<file path="src/rtl/isf_pkg.sv">
// package for the i2c status flag block: offsets, fields, event carrier
// Contract
// - At the end of the slave acknowledge slot of a master transmit, the ack result flag goes to one on a missing acknowledge and to zero on an acknowledge.
// - The transmit-active flag rises when a master transmission starts and falls when the acknowledge slot after the eight data bits ends.
// - A bus collision during a master operation sets the collision flag, which only an off-then-on cycle of the enable bit clears.
// - A general call address match sets the general call flag and a detected Stop clears it.
// - The second byte of a matching ten-bit address sets the ten-bit flag and a detected Stop clears it.
// - A transmit buffer write while busy is dropped and sets the write collision flag, which only software clears.
// - A byte moved into a still-full receive buffer sets the overflow flag, which only software clears.
// - As a slave, an own address match clears the data-or-address flag and a received data byte sets it.
// - Status bits 31 to 16 and 13 to 11 read as zero and every flag resets to zero.
package isf_pkg;

  // register byte offsets
  localparam logic [4:0] OFS_STATUS = 5'h00;
  localparam logic [4:0] OFS_TXBUF = 5'h04;
  localparam logic [4:0] OFS_RXBUF = 5'h08;
  localparam logic [4:0] OFS_IRQ_STAT = 5'h0C;
  localparam logic [4:0] OFS_IRQ_MASK = 5'h10;
  localparam logic [4:0] OFS_CTRL = 5'h14;

  // status bit positions
  localparam int ST_ACK = 15;
  localparam int ST_TRX = 14;
  localparam int ST_COL = 10;
  localparam int ST_GC = 9;
  localparam int ST_A10 = 8;
  localparam int ST_WCOL = 7;
  localparam int ST_OVF = 6;
  localparam int ST_DA = 5;
  localparam int ST_STOP = 4;
  localparam int ST_START = 3;
  localparam int ST_RW = 2;
  localparam int ST_RXFULL = 1;
  localparam int ST_TXFULL = 0;

  // interrupt status / mask bit positions
  localparam int IRQ_W = 6;
  localparam int IQ_TXDONE = 0;
  localparam int IQ_COL = 1;
  localparam int IQ_WCOL = 2;
  localparam int IQ_OVF = 3;
  localparam int IQ_STOP = 4;
  localparam int IQ_START = 5;

  // control bit: module enable
  localparam int CT_ON = 0;

  // eight data bits plus the acknowledge slot
  localparam logic [3:0] BITS_PER_XFER = 4'h9;

  localparam logic [31:0] ZERO_WORD = 32'h0000_0000;
  localparam logic [IRQ_W-1:0] IRQ_RST = 6'h00;
  localparam logic [7:0] BYTE_RST = 8'h00;
  localparam logic [3:0] CNT_RST = 4'h0;
  localparam logic [3:0] CNT_ONE = 4'h1;

  // one-cycle events and levels from the shifter and bus logic
  typedef struct packed {
    logic tx_start;
    logic collision;
    logic gc_match;
    logic a10_match;
    logic addr_match;
    logic data_rx;
    logic rx_xfer;
    logic stop_det;
    logic start_det;
    logic rw_bit;
    logic tx_load;
    logic busy;
  } isf_evt_t;

endpackage

</file>
<file path="src/rtl/isf_status_flags.sv">
// i2c status flag register with avalon-mm slave and interrupt
//
// The placing of the registers and the Avalon-MM slave port were chosen for this implementation.
`timescale 1ns/1ns
module isf_status_flags (
  // clock and reset
  input wire logic clk_in,
  input wire logic sys_rst_in,
  // avalon-mm slave
  input wire logic [4:0] avs_address_in,
  input wire logic avs_read_in,
  input wire logic avs_write_in,
  input wire logic [31:0] avs_writedata_in,
  output logic [31:0] avs_readdata_out,
  output logic avs_waitrequest_out,
  // i2c bus pins, sampled only
  input wire logic scl_in,
  input wire logic sda_in,
  // shifter side
  input wire isf_pkg::isf_evt_t evt_in,
  input wire logic [7:0] rx_byte_in,
  output logic [7:0] tx_byte_out,
  output logic tx_write_out,
  output logic module_on_out,
  // interrupt
  output logic irq_out
);

  function automatic logic [31:0] zext8(input logic [7:0] v);
    zext8 = {24'h00_0000, v};
  endfunction

  // all-clear interrupt event vector
  function automatic logic [isf_pkg::IRQ_W-1:0] IRQ_ZERO();
    IRQ_ZERO = isf_pkg::IRQ_RST;
  endfunction

  // bus slave state
  logic wait_reg, wait_next;
  logic [31:0] rdata_reg, rdata_next;
  // pin synchronisers and edge history
  logic scl_m_reg, scl_s_reg, scl_d_reg;
  logic sda_m_reg, sda_s_reg;
  // flags
  logic ack_reg, ack_next;
  logic trx_reg, trx_next;
  logic col_reg, col_next;
  logic gc_reg, gc_next;
  logic a10_reg, a10_next;
  logic wcol_reg, wcol_next;
  logic ovf_reg, ovf_next;
  logic da_reg, da_next;
  logic stop_reg, stop_next;
  logic start_reg, start_next;
  logic rw_reg, rw_next;
  logic rx_full_reg, rx_full_next;
  logic tx_full_reg, tx_full_next;
  // transmit slot tracking
  logic [3:0] bit_cnt_reg, bit_cnt_next;
  logic ack_smp_reg, ack_smp_next;
  // buffers, control, interrupt
  logic [7:0] txbuf_reg, txbuf_next;
  logic [7:0] rxbuf_reg, rxbuf_next;
  logic txwr_reg, txwr_next;
  logic on_reg, on_next;
  logic [isf_pkg::IRQ_W-1:0] iqs_reg, iqs_next;
  logic [isf_pkg::IRQ_W-1:0] iqm_reg, iqm_next;
  logic irq_reg, irq_next;

  logic req, acc, do_wr, do_rd;
  logic scl_rise, scl_fall, slot_end;
  logic [31:0] status_word;
  logic [isf_pkg::IRQ_W-1:0] iq_evt;

  assign avs_waitrequest_out = wait_reg;
  assign avs_readdata_out = rdata_reg;
  assign tx_byte_out = txbuf_reg;
  assign tx_write_out = txwr_reg;
  assign module_on_out = on_reg;
  assign irq_out = irq_reg;

  always_comb begin
    req = avs_read_in | avs_write_in;
    // access completes at the edge where waitrequest is seen low
    acc = req & ~wait_reg;
    do_wr = acc & avs_write_in;
    do_rd = acc & avs_read_in;
    scl_rise = scl_s_reg & ~scl_d_reg;
    scl_fall = ~scl_s_reg & scl_d_reg;
    slot_end = trx_reg & scl_fall & (bit_cnt_reg == isf_pkg::BITS_PER_XFER);

    // unimplemented positions stay zero
    status_word = isf_pkg::ZERO_WORD;
    status_word[isf_pkg::ST_ACK] = ack_reg;
    status_word[isf_pkg::ST_TRX] = trx_reg;
    status_word[isf_pkg::ST_COL] = col_reg;
    status_word[isf_pkg::ST_GC] = gc_reg;
    status_word[isf_pkg::ST_A10] = a10_reg;
    status_word[isf_pkg::ST_WCOL] = wcol_reg;
    status_word[isf_pkg::ST_OVF] = ovf_reg;
    status_word[isf_pkg::ST_DA] = da_reg;
    status_word[isf_pkg::ST_STOP] = stop_reg;
    status_word[isf_pkg::ST_START] = start_reg;
    status_word[isf_pkg::ST_RW] = rw_reg;
    status_word[isf_pkg::ST_RXFULL] = rx_full_reg;
    status_word[isf_pkg::ST_TXFULL] = tx_full_reg;

    // bus handshake: one wait cycle, then the answer
    wait_next = ~(req & wait_reg);
    rdata_next = rdata_reg;
    if (req & wait_reg) begin
      if (!avs_read_in) begin
        // a write leaves zero on the read data
        rdata_next = isf_pkg::ZERO_WORD;
      end else if (avs_address_in == isf_pkg::OFS_STATUS) begin
        rdata_next = status_word;
      end else if (avs_address_in == isf_pkg::OFS_TXBUF) begin
        rdata_next = zext8(txbuf_reg);
      end else if (avs_address_in == isf_pkg::OFS_RXBUF) begin
        rdata_next = zext8(rxbuf_reg);
      end else if (avs_address_in == isf_pkg::OFS_IRQ_STAT) begin
        rdata_next = {26'h000_0000, iqs_reg};
      end else if (avs_address_in == isf_pkg::OFS_IRQ_MASK) begin
        rdata_next = {26'h000_0000, iqm_reg};
      end else if (avs_address_in == isf_pkg::OFS_CTRL) begin
        rdata_next = {31'h0000_0000, on_reg};
      end else begin
        rdata_next = isf_pkg::ZERO_WORD;
      end
    end

    ack_next = ack_reg;
    trx_next = trx_reg;
    col_next = col_reg;
    gc_next = gc_reg;
    a10_next = a10_reg;
    wcol_next = wcol_reg;
    ovf_next = ovf_reg;
    da_next = da_reg;
    stop_next = stop_reg;
    start_next = start_reg;
    rw_next = evt_in.rw_bit;
    rx_full_next = rx_full_reg;
    tx_full_next = tx_full_reg;
    bit_cnt_next = bit_cnt_reg;
    ack_smp_next = ack_smp_reg;
    txbuf_next = txbuf_reg;
    rxbuf_next = rxbuf_reg;
    txwr_next = 1'b0;
    on_next = on_reg;
    iqm_next = iqm_reg;
    iq_evt = IRQ_ZERO();

    // shifter took the buffer; a write in the same cycle refills it
    if (evt_in.tx_load) tx_full_next = 1'b0;

    // software side: clears first, hardware sets below win
    if (do_wr && avs_address_in == isf_pkg::OFS_STATUS) begin
      // write zero to clear; only these four may be cleared
      if (!avs_writedata_in[isf_pkg::ST_WCOL]) wcol_next = 1'b0;
      if (!avs_writedata_in[isf_pkg::ST_OVF]) ovf_next = 1'b0;
      if (!avs_writedata_in[isf_pkg::ST_STOP]) stop_next = 1'b0;
      if (!avs_writedata_in[isf_pkg::ST_START]) start_next = 1'b0;
    end else if (do_wr && avs_address_in == isf_pkg::OFS_TXBUF) begin
      if (evt_in.busy) begin
        wcol_next = 1'b1;
        iq_evt[isf_pkg::IQ_WCOL] = 1'b1;
      end else begin
        txbuf_next = avs_writedata_in[7:0];
        txwr_next = 1'b1;
        tx_full_next = 1'b1;
      end
    end else if (do_wr && avs_address_in == isf_pkg::OFS_IRQ_MASK) begin
      iqm_next = avs_writedata_in[isf_pkg::IRQ_W-1:0];
    end else if (do_wr && avs_address_in == isf_pkg::OFS_CTRL) begin
      on_next = avs_writedata_in[isf_pkg::CT_ON];
      // re-enabling after an off period clears the collision flag
      if (!on_reg && avs_writedata_in[isf_pkg::CT_ON]) col_next = 1'b0;
    end
    if (do_rd && avs_address_in == isf_pkg::OFS_RXBUF) rx_full_next = 1'b0;

    // hardware side
    if (evt_in.tx_start) begin
      trx_next = 1'b1;
      bit_cnt_next = isf_pkg::CNT_RST;
    end else if (trx_reg) begin
      // acknowledge level is taken on the ninth scl rise
      if (scl_rise) begin
        bit_cnt_next = bit_cnt_reg + isf_pkg::CNT_ONE;
        if (bit_cnt_reg + isf_pkg::CNT_ONE == isf_pkg::BITS_PER_XFER) begin
          ack_smp_next = sda_s_reg;
        end
      end
      // ninth scl fall closes the acknowledge slot
      if (slot_end) begin
        trx_next = 1'b0;
        ack_next = ack_smp_reg;
        iq_evt[isf_pkg::IQ_TXDONE] = 1'b1;
      end
    end
    if (evt_in.collision) begin
      col_next = 1'b1;
      iq_evt[isf_pkg::IQ_COL] = 1'b1;
    end
    if (evt_in.stop_det) begin
      gc_next = 1'b0;
      a10_next = 1'b0;
      stop_next = 1'b1;
      start_next = 1'b0;
      iq_evt[isf_pkg::IQ_STOP] = 1'b1;
    end
    if (evt_in.start_det) begin
      start_next = 1'b1;
      stop_next = 1'b0;
      iq_evt[isf_pkg::IQ_START] = 1'b1;
    end
    if (evt_in.gc_match) gc_next = 1'b1;
    if (evt_in.a10_match) a10_next = 1'b1;
    // a data byte in the same cycle as a match wins
    if (evt_in.addr_match) da_next = 1'b0;
    if (evt_in.data_rx) da_next = 1'b1;
    // overflow keeps the unread byte in the receive buffer
    if (evt_in.rx_xfer) begin
      if (rx_full_reg) begin
        ovf_next = 1'b1;
        iq_evt[isf_pkg::IQ_OVF] = 1'b1;
      end else begin
        rxbuf_next = rx_byte_in;
      end
      rx_full_next = 1'b1;
    end

    // interrupt status: read clears, a new event wins
    iqs_next = iqs_reg;
    if (do_rd && avs_address_in == isf_pkg::OFS_IRQ_STAT) begin
      iqs_next = IRQ_ZERO();
    end
    iqs_next = iqs_next | iq_evt;
    irq_next = |(iqs_next & iqm_next);
  end

  always_ff @(posedge clk_in or posedge sys_rst_in) begin
    if (sys_rst_in) begin
      wait_reg <= 1'b1;
      rdata_reg <= isf_pkg::ZERO_WORD;
      scl_m_reg <= 1'b1;
      scl_s_reg <= 1'b1;
      scl_d_reg <= 1'b1;
      sda_m_reg <= 1'b1;
      sda_s_reg <= 1'b1;
      ack_reg <= 1'b0;
      trx_reg <= 1'b0;
      col_reg <= 1'b0;
      gc_reg <= 1'b0;
      a10_reg <= 1'b0;
      wcol_reg <= 1'b0;
      ovf_reg <= 1'b0;
      da_reg <= 1'b0;
      stop_reg <= 1'b0;
      start_reg <= 1'b0;
      rw_reg <= 1'b0;
      rx_full_reg <= 1'b0;
      tx_full_reg <= 1'b0;
      bit_cnt_reg <= isf_pkg::CNT_RST;
      ack_smp_reg <= 1'b0;
      txbuf_reg <= isf_pkg::BYTE_RST;
      rxbuf_reg <= isf_pkg::BYTE_RST;
      txwr_reg <= 1'b0;
      on_reg <= 1'b0;
      iqs_reg <= isf_pkg::IRQ_RST;
      iqm_reg <= isf_pkg::IRQ_RST;
      irq_reg <= 1'b0;
    end else begin
      wait_reg <= wait_next;
      rdata_reg <= rdata_next;
      scl_m_reg <= scl_in;
      scl_s_reg <= scl_m_reg;
      scl_d_reg <= scl_s_reg;
      sda_m_reg <= sda_in;
      sda_s_reg <= sda_m_reg;
      ack_reg <= ack_next;
      trx_reg <= trx_next;
      col_reg <= col_next;
      gc_reg <= gc_next;
      a10_reg <= a10_next;
      wcol_reg <= wcol_next;
      ovf_reg <= ovf_next;
      da_reg <= da_next;
      stop_reg <= stop_next;
      start_reg <= start_next;
      rw_reg <= rw_next;
      rx_full_reg <= rx_full_next;
      tx_full_reg <= tx_full_next;
      bit_cnt_reg <= bit_cnt_next;
      ack_smp_reg <= ack_smp_next;
      txbuf_reg <= txbuf_next;
      rxbuf_reg <= rxbuf_next;
      txwr_reg <= txwr_next;
      on_reg <= on_next;
      iqs_reg <= iqs_next;
      iqm_reg <= iqm_next;
      irq_reg <= irq_next;
    end
  end

endmodule
</file>
<file path="config.mk">
export PLATFORM = sky130hd
export DESIGN_NAME = isf_status_flags
export DESIGN_NICKNAME = d
export VERILOG_FILES = /design/src/rtl/isf_pkg.sv /design/src/rtl/isf_status_flags.sv
export SDC_FILE = /design/constraint.sdc
export NUM_CORES = 1
export LEC_CHECK = 0
export BUFFER_PORTS_ARGS = -buffer_cell sky130_fd_sc_hd__buf_2
export CORE_MARGIN = 1
export CORE_UTILIZATION = 45
export DETAILED_ROUTE_END_ITERATION = 7
export GPL_TIMING_DRIVEN = 0
export PLACE_DENSITY = 0.72
export SYNTH_ARGS = -nofsm -noshare
export SYNTH_HDL_FRONTEND = slang
export SYNTH_SLANG_ARGS = --single-unit
</file>
<file path="constraint.sdc">
create_clock -name clk_in -period 2.1 [get_ports clk_in]
set_clock_uncertainty 0.2 [all_clocks]
set_input_delay 0.105 -clock clk_in [delete_from_list [all_inputs] [get_ports clk_in]]
set_output_delay 0.105 -clock clk_in [all_outputs]
set_load 0.02 [all_outputs]
</file>
## After elaboration in Yosys (flattened, before gate mapping)

Cells that the tools add are included.

- Flip-flop bits (word level): 87
- Input bits: 63
- Output and inout port bits: 44

- Add/sub/neg operators: 1
- Equality and inequality tests: 13
- Mux-type cells: 64
- Bitwise operators: 21
- Reduce and logical (&&, ||, !) cells: 31

Operators by type and width:

| cell | number |
|---|---|
| $mux W1 | 51 |
| $mux W6 | 6 |
| $mux W16 | 2 |
| $reduce_bool A2 Y1 | 10 |
| $mux W8 | 2 |
| $mux W4 | 3 |
| $eq A5 B4 Y1 const B | 2 |
| $eq A5 B5 Y1 const B | 2 |
| $not A1 Y1 | 10 |
| $reduce_and A3 Y1 | 3 |
| $and A1 B1 Y1 | 8 |
| $eq A4 B4 Y1 const B | 2 |
| $ne A2 B2 Y1 const B | 4 |
| $reduce_and A2 Y1 | 4 |
| $reduce_and A4 Y1 | 2 |
| $logic_and A1 B1 Y1 | 7 |
| $and A6 B6 Y6 | 1 |
| $ne A3 B1 Y1 const B | 2 |
| $or A6 B6 Y6 | 1 |
| $reduce_or A6 Y1 | 1 |
| $eq A5 B3 Y1 const B | 1 |
| $logic_not A5 Y1 | 1 |
| $reduce_and A5 Y1 | 1 |
| $add A4 B1 Y4 const B | 1 |
| other kinds (3) | 3 |

## Depth between registers and ports, before layout

Gate-level depths: netlist of run 1.

- Word-level depth: 10
- Gate-level depth with buffers: 7

## Worst setup path after synthesis of run 1

OpenSTA, ideal clock, no wires.

- Path type: flip-flop to flip-flop
- Start: register bit_cnt_reg[0]
- End: register ack_smp_reg
- Setup time: 127 ps
- Arrival time: 1708 ps
- Data required time: 1773 ps
- Setup slack: 65 ps
- Cell stages (with the launch flop): 6
- Clock period less this slack: 2035 ps
- Cells stage by stage: dfrtp_1 > ha_1 > inv_1 > or3_1 > a2111oi_1 > mux2_1

- Word-level cells in the longest chain between the ends: 3

Ends and longest elaborated chain:

| what | RTL line | RTL |
|---|---|---|
| start, declared | isf_status_flags.sv:59 | `logic [3:0] bit_cnt_reg, bit_cnt_next;` |
| start signal, assigned | isf_status_flags.sv:264 | `bit_cnt_reg <= isf_pkg::CNT_RST;` |
| start signal, assigned | isf_status_flags.sv:294 | `bit_cnt_reg <= bit_cnt_next;` |
| $add A4 B1 Y4 | isf_status_flags.sv:190 | `if (bit_cnt_reg + isf_pkg::CNT_ONE == isf_pkg::BITS_PER_XFER) begin` |
| $eq A4 B4 Y1 | isf_status_flags.sv:190 |  |
| $reduce_and A4 Y1 (no line) | n/a |  |
| end signal, assigned | isf_status_flags.sv:295 | `ack_smp_reg <= ack_smp_next;` |
| end, declared | isf_status_flags.sv:60 | `logic ack_smp_reg, ack_smp_next;` |

Every way passes these cells.
A chain may end at the register's enable or synchronous reset.

## Worst setup path in the final report of run 1

- Start: register bit_cnt_reg[1]
- End: register ack_smp_reg

The elaborated chain is that of the path after synthesis.

==> results by group, run 1 <==
Run status
  – Status: finished with violations
  – Failing checks: DRC

Finish
  – Nets: 452
  – Share of layout cells above drive strength 1: 37.0%
  – # diodes: 0
  – Filler Cells Inserted: 508
  – Area Growth Syn to Fin: 36.2%
  – Max FFs per register: 13
  – Final design area excluding fillers: 4140 µm²

Clock network
  – CTS buffer count: 9
  – Clk Tree Root Cell: clkbuf_8
  – Sink Count: 68
  – Clock Tree Buf Depth: 2
  – TritonCTS clock tree: built
  – CTS clk-pin slew, worst paths: 70 ps
  – H-tree depth: 3
  – Clk Latency, worst-skew pair: 340 ps

Setup path
  – Crit path max fanout: 3
  – Critical path required time: 2120 ps
  – Crit path kind: reg -> reg
  – Critical path's slowest cell: a2111oi_4
  – Arr. time, crit path: 2040 ps
  – Crit path from: bit_cnt_reg[1]
  – R2R Path Start: bit_cnt_reg[1]
  – Startpoint Class: register
  – R2R depth: 6
  – Worst R2R End: ack_smp_reg
  – Cell Chain, Critical Path: ha_2, nand2_1, a21oi_1, o21ai_0, a2111oi_4, mux2_1
  – R2R Setup Slk: 80 ps
  – Crit end category: register
  – Max incr delay on CP: 420 ps

Synthesis
  – Synth Cell Area: 3040 µm²
  – Synth Instances: 254
  – Seq/Total Area, Yosys: 56.3%
  – Synth unique cells: 48
  – Ys async rst share: 100%
  – Mapped Avg Cell Area: 12.0 µm²
  – Number of enable flip-flop cells after synthesis: 0
  – Yosys reg bits: 68
  – Ys flop type: dfrtp_1
  – Synth warnings: 0

Floorplanning
  – Row count: 29
  – Die width: 84.2 µm
  – Starting Density: 47.3%
  – Die area: 7080 µm²
  – Die H: 84.2 µm
  – I/O pin count: 107
  – Core ar.: 6420 µm²

STA
  – WHS: 15.7 ps
  – Minimum clock period: 2020 ps
  – Slew Limit Fails: 0
  – Worst Tran Pin Value: 851 ps
  – Final number of hold-violating endpoints: 0
  – Worst relative slew slack: 42.8%
  – Final setup viols: 0
  – Fin Setup TNS: 0 ps
  – Final period util: 96.3%
  – Highest clock rate: 0.495 GHz

Pwr
  – Worst vdd ir: 0.000480 V
  – LEAKAGE: 1.99 nW
  – Power per standard cell area: 706 nW/µm²

Route
  – Routed len/inst: 15.5 µm
  – Final ANT Viol Nets: 0
  – Residual DRC count: 19
  – Met3 WL post-DR: 530 µm
  – Uppermost routed layer: met4
  – DRT iter0 DRCs: 148
  – Drt via density: 5.25
  – Via count: 2445
  – Wire length on met2: 3.44 mm
  – Routed wire length: 7.21 mm
  – Wl on met1: 3.14 mm
  – Drt pass-1 iters: 7

Global routing
  – First-pass GRT wire length: 11.6 mm
  – Total global routing overflow: 0
  – Largest net degree at the start of global routing: 41
  – Number of antenna violations at the first check in global routing: 0
  – Overall global routing resource usage: 21.5%
  – Vias in the first global route: 2448

Placed design
  – Placed cell area: 3540 µm²
  – Final RePlAce weighted congestion: 0.787
  – DPL Wire Length: 5.01 mm
  – Port Buf Inserts: 63

Run
  – Max cap viols: 0

Worst hold path
  – Hold Path Class: in -> reg
  – Hold Path Stages: 4
  – Hold wc startpoint: avs_address_in[3]
  – WHS Endpoint: module_on_out
## synth_stat cells, types with 3 or more instances
library cell | number | area (µm²)
a21o_1 | 10 | 75.1
a21oi_1 | 4 | 20.0
a221oi_1 | 5 | 43.8
a22o_1 | 6 | 52.6
a22oi_1 | 9 | 67.6
buf_4 | 19 | 143
clkbuf_1 | 3 | 11.3
dfrtp_1 | 62 | 1550
dfstp_2 | 6 | 158
ha_1 | 3 | 37.5
inv_1 | 9 | 33.8
mux2_2 | 24 | 270
nand2_1 | 17 | 63.8
nand2b_1 | 3 | 18.8
nand3_1 | 3 | 15.0
nor2_1 | 13 | 48.8
nor2b_1 | 4 | 25.0
o21ai_0 | 12 | 60.1
o221ai_1 | 5 | 43.8
xnor2_1 | 3 | 26.3
## stage by stage
step	utilization, %	worst slack (ps)	instances	power, mW
2_1_floorplan	-	64.9	272	1.75
5_1_grt	64.4	-4.43	466	3.05
3_3_place_gp	54.8	-691	412	1.89
4_1_cts	63.7	34.8	465	2.93
6_report	64.4	78.6	466	2.92
3_5_place_dp	55.1	-121	413	1.91
## routing by layer
metal,vias to the layer above,global-route usage (%)
met5,-,0
met4,0,5.64
met3,10,5.41
met2,116,35.9
met1,1173,28.3
li1,1146,-
## where the power goes
part | switching, mW | leakage (nW) | internal (mW)
clock | 0.462 | 0.0941 | 0.508
combinational | 0.255 | 1.06 | 0.220
sequential | 0.0605 | 0.844 | 1.41
## critical path, delay by kind of cell (launching register included)
family          cells  cell delay [ps]
mux                 1              350
compound gates      3              740
fa+ha+maj           1              200
simple gates        1               60
flops               1              370
## worst max-delay path by stage
| stage | to | slack, ps | cells after the start |
|---|---|---|---|
| 5_1_grt | ack_smp_reg | -4 | 5 |
| 3_5_place_dp | ack_smp_reg | -120 | 5 |
| 4_1_cts | ack_reg | 30 | 6 |
| 6_report | ack_smp_reg | 80 | 6 |
| 2_1_floorplan | ack_smp_reg | 60 | 5 |
| 3_3_place_gp | tx_write_out | -690 | 2 |
## cells by family after synthesis
kind of cell	share of synthesized area [%]
buffers and inverters	6.34
AO/OA/AOI/OAI	14.6
AND/OR/NAND/NOR	11.0
other	0.123
flip-flops	56.3
adder cells (fa/ha/maj)	1.24
XOR/XNOR	0.865
multiplexers	9.60
## what timing repair did
| action | 4_1_cts | 5_1_grt |
|---|---|---|
| endpoints found under the hold margin | 74 | 0 |
| endpoints found under the setup margin | 1 | 7 |
| resized for setup | 1 | 8 |
| setup buffers | 2 | 1 |
| pin swaps | 0 | 2 |
| hold buffers | 36 | 0 |
## placed cells by master (no fill, tap or decap), types with 5 or more instances in the layout
cell           instances
dlygate4sd3_1         36
o21ai_0               12
conb_1                19
nand2_1               17
a22o_1                 6
clkbuf_8              12
a22oi_1                9
a221oi_1               5
dfrtp_1               62
mux2_2                24
o221ai_1               5
buf_2                 64
nor2_1                12
a21o_1                10
dfstp_2                6
buf_4                 22
inv_1                  8
## final cells by class
class	count	area, µm²	share of cell area (%)
repair buffers	103	718	17.4
clock inverters	2	10.0	0.242
multi-input cells	172	1250	30.1
well taps	77	96.3	2.33
flip-flops and latches	68	1710	41.3
clock buffers	12	165	3.99
plain buffers	23	159	3.84
inverters	9	33.8	0.816
Power figures use the tool's default switching activity.
==> run 2, diff against run 1 <==
--- a/config.mk
+++ b/config.mk
@@ -5,7 +5,7 @@
 export SDC_FILE = /design/constraint.sdc
 export NUM_CORES = 1
 export LEC_CHECK = 0
-export BUFFER_PORTS_ARGS = -buffer_cell sky130_fd_sc_hd__buf_2
+export BUFFER_PORTS_ARGS = -buffer_cell sky130_fd_sc_hd__clkbuf_2
 export CORE_MARGIN = 1
 export CORE_UTILIZATION = 45
 export DETAILED_ROUTE_END_ITERATION = 7
==> run 2 against run 1 <==
Effect of this change:
- the flow still finishes with violations (DRC)
- largest power group unchanged
- critical path type unchanged
- core utilization is 0.21 points higher
- first-iteration DRC count is 25% higher
- setup slack worse by 35 ps
- flip-flop and latch count stayed put
- sequential share of layout area is 0.14 points lower
- global-route usage is 0.85 points higher
==> results by group, run 2 (synthesis results as in run 1) <==
Setup path
  – Arr. time, crit path: 2050 ps (was 2040 ps)
  – Worst Setup EP: irq_out (was ack_smp_reg)
  – R2R Path Start: avs_waitrequest_out (was bit_cnt_reg[1])
  – Crit path from: avs_waitrequest_out (was bit_cnt_reg[1])
  – Critical path required time: 2100 ps (was 2120 ps)
  – Worst R2R End: irq_out (was ack_smp_reg)
  – Crit path max fanout: 6 (was 3)
  – Startpoint Class: register (unchanged)
  – Crit end category: register (unchanged)
  – R2R Setup Slk: 40 ps (was 80 ps)
  – R2R depth: 5 (was 6)
  – Crit path kind: reg -> reg (unchanged)

Finish
  – Nets: 452 (unchanged)
  – Area Growth Syn to Fin: 36.7% (was 36.2%)
  – Share of layout cells above drive strength 1: 37.3% (was 37.0%)
  – Highest-count cells in the layout ignoring fill and taps: clkbuf_2 (64), dfrtp_1 (62), dlygate4sd3_1 (36), mux2_2 (24), buf_4 (22) (was buf_2 (64), dfrtp_1 (62), dlygate4sd3_1 (36), mux2_2 (24), buf_4 (22))
  – Max FFs per register: 13 (unchanged)
  – # diodes: 0 (unchanged)
  – Commonest non-fill, non-tap cell in the layout: clkbuf_2 (was buf_2)

STA
  – Highest clock rate: 0.486 GHz (was 0.495 GHz)
  – Final period util: 97.9% (was 96.3%)
  – Slew Limit Fails: 0 (unchanged)
  – Worst Tran Pin Value: 809 ps (was 851 ps)
  – Final setup viols: 0 (unchanged)
  – Final number of hold-violating endpoints: 0 (unchanged)
  – Setup WS post-layout: 43.4 ps (was 78.6 ps)
  – WHS: 11.5 ps (was 15.7 ps)
  – Minimum clock period: 2060 ps (was 2020 ps)
  – Worst relative slew slack: 45.5% (was 42.8%)

Global routing
  – Overall global routing resource usage: 22.4% (was 21.5%)
  – Vias in the first global route: 2436 (was 2448)
  – Largest net degree at the start of global routing: 43 (was 41)
  – Number of antenna violations at the first check in global routing: 0 (unchanged)
  – First-pass GRT wire length: 12.0 mm (was 11.6 mm)
  – Total global routing overflow: 0 (unchanged)

Run status
  – Failing checks: DRC (unchanged)
  – Status: finished with violations (unchanged)

Run
  – Max cap viols: 0 (unchanged)

Route
  – Drt via density: 5.20 (was 5.25)
  – Uppermost routed layer: met4 (unchanged)
  – Final ANT Viol Nets: 0 (unchanged)
  – Met3 WL post-DR: 433 µm (was 530 µm)
  – Routed wire length: 7.27 mm (was 7.21 mm)
  – Drt pass-1 iters: 6 (was 7)
  – Wl on met1: 3.32 mm (was 3.14 mm)
  – Routed len/inst: 15.5 µm (about the same)
  – Wire length on met2: 3.41 mm (was 3.44 mm)
  – DRT iter0 DRCs: 185 (was 148)
  – Via count: 2435 (was 2445)
  – Residual DRC count: 18 (was 19)

Clock network
  – Clk Tree Root Cell: clkbuf_8 (unchanged)
  – Clock Tree Buf Depth: 2 (unchanged)
  – H-tree depth: 3 (unchanged)
  – CTS clk-pin slew, worst paths: 80 ps (was 70 ps)
  – TritonCTS clock tree: built (unchanged)
  – Sink Count: 68 (unchanged)
  – Clk Latency, worst-skew pair: 350 ps (was 340 ps)
  – CTS buffer count: 9 (unchanged)

Floorplanning
  – I/O pin count: 107 (unchanged)
  – Die H: 84.2 µm (unchanged)
  – Die area: 7080 µm² (unchanged)
  – Die width: 84.2 µm (unchanged)
  – Starting Density: 47.3% (unchanged)
  – Row count: 29 (unchanged)
  – Core ar.: 6420 µm² (unchanged)

Worst hold path
  – Hold Path Stages: 4 (unchanged)
  – Hold Path Class: in -> reg (unchanged)
  – Hold wc startpoint: avs_address_in[3] (unchanged)

Pwr
  – Total power: 2.96 mW (was 2.92 mW)
  – Power per standard cell area: 713 nW/µm² (was 706 nW/µm²)
  – LEAKAGE: 1.99 nW (about the same)
  – Worst vdd ir: 0.000583 V (was 0.000480 V)

Placed design
  – Port Buf Inserts: 63 (unchanged)
  – Final RePlAce weighted congestion: 0.787 (about the same)
  – DPL Wire Length: 4.95 mm (was 5.01 mm)
  – DP Worst Slack: -123 ps (was -121 ps)
[run 2: cell types whose count changed in the layout (fill, tap and decap cells not counted), sizes merged]
cell and delta:
buf -64, clkbuf +66
[run 2: cell type report]
cell class	count	area, µm²
plain buffers	23	160
clock buffers	14	173
clock inverters	2	10.0
fillers	526	2270
inverters	9	33.8
multi-input cells	172	1250
flip-flops and latches	68	1710
well taps	77	96.3
repair buffers	103	718
[run 2: worst max-delay path, stage by stage (launching register included)]
cell     delay [ps]
dfstp_2         580
nor2b_2          90
nand3_2         180
mux2_2          380
a22oi_1         290
nand4_1         180
[run 2: worst min-delay path by stage]
stage / endpoint / slack [ps]
floorplan: scl_m_reg / -90
global placement: scl_m_reg / -7
detailed placement: da_reg / -10
CTS: module_on_out / 10
global route: module_on_out / 60
finish: module_on_out / 10
[run 2: report_power, final]
group	switching [mW]	internal [mW]	leakage, nW
combinational	0.258	0.219	1.05
sequential	0.0613	1.41	0.844
clock	0.485	0.523	0.0965
total	0.805	2.16	1.99
[run 2: timing repair]
action,CTS,global route
cloned,0,0
setup buffers,2,1
hold endpoints to repair,77,0
hold buffers,36,0
pin swaps,0,4
gates resized for setup,4,8
endpoints found under the setup margin,2,8
[run 2: routing by layer]
metal | GRT usage (%) | up-vias
li1 | - | 1148
met1 | 30.5 | 1180
met2 | 35.8 | 98
met3 | 4.52 | 9
met4 | 8.31 | 0
met5 | 0 | -
[run 2: through the flow]
| stage | cells | TNS (ps) | area [µm²] | utilization (%) |
|---|---|---|---|---|
| 3_3_place_gp | 412 | -42070 | 3520 | 54.8 |
| 6_report | 468 | 0 | 4150 | 64.7 |
| 4_1_cts | 467 | 0 | 4120 | 64.1 |
| 5_1_grt | 468 | -10.4 | 4150 | 64.7 |
| 3_5_place_dp | 413 | -123 | 3540 | 55.1 |
| 2_1_floorplan | 272 | 0 | 3110 | - |
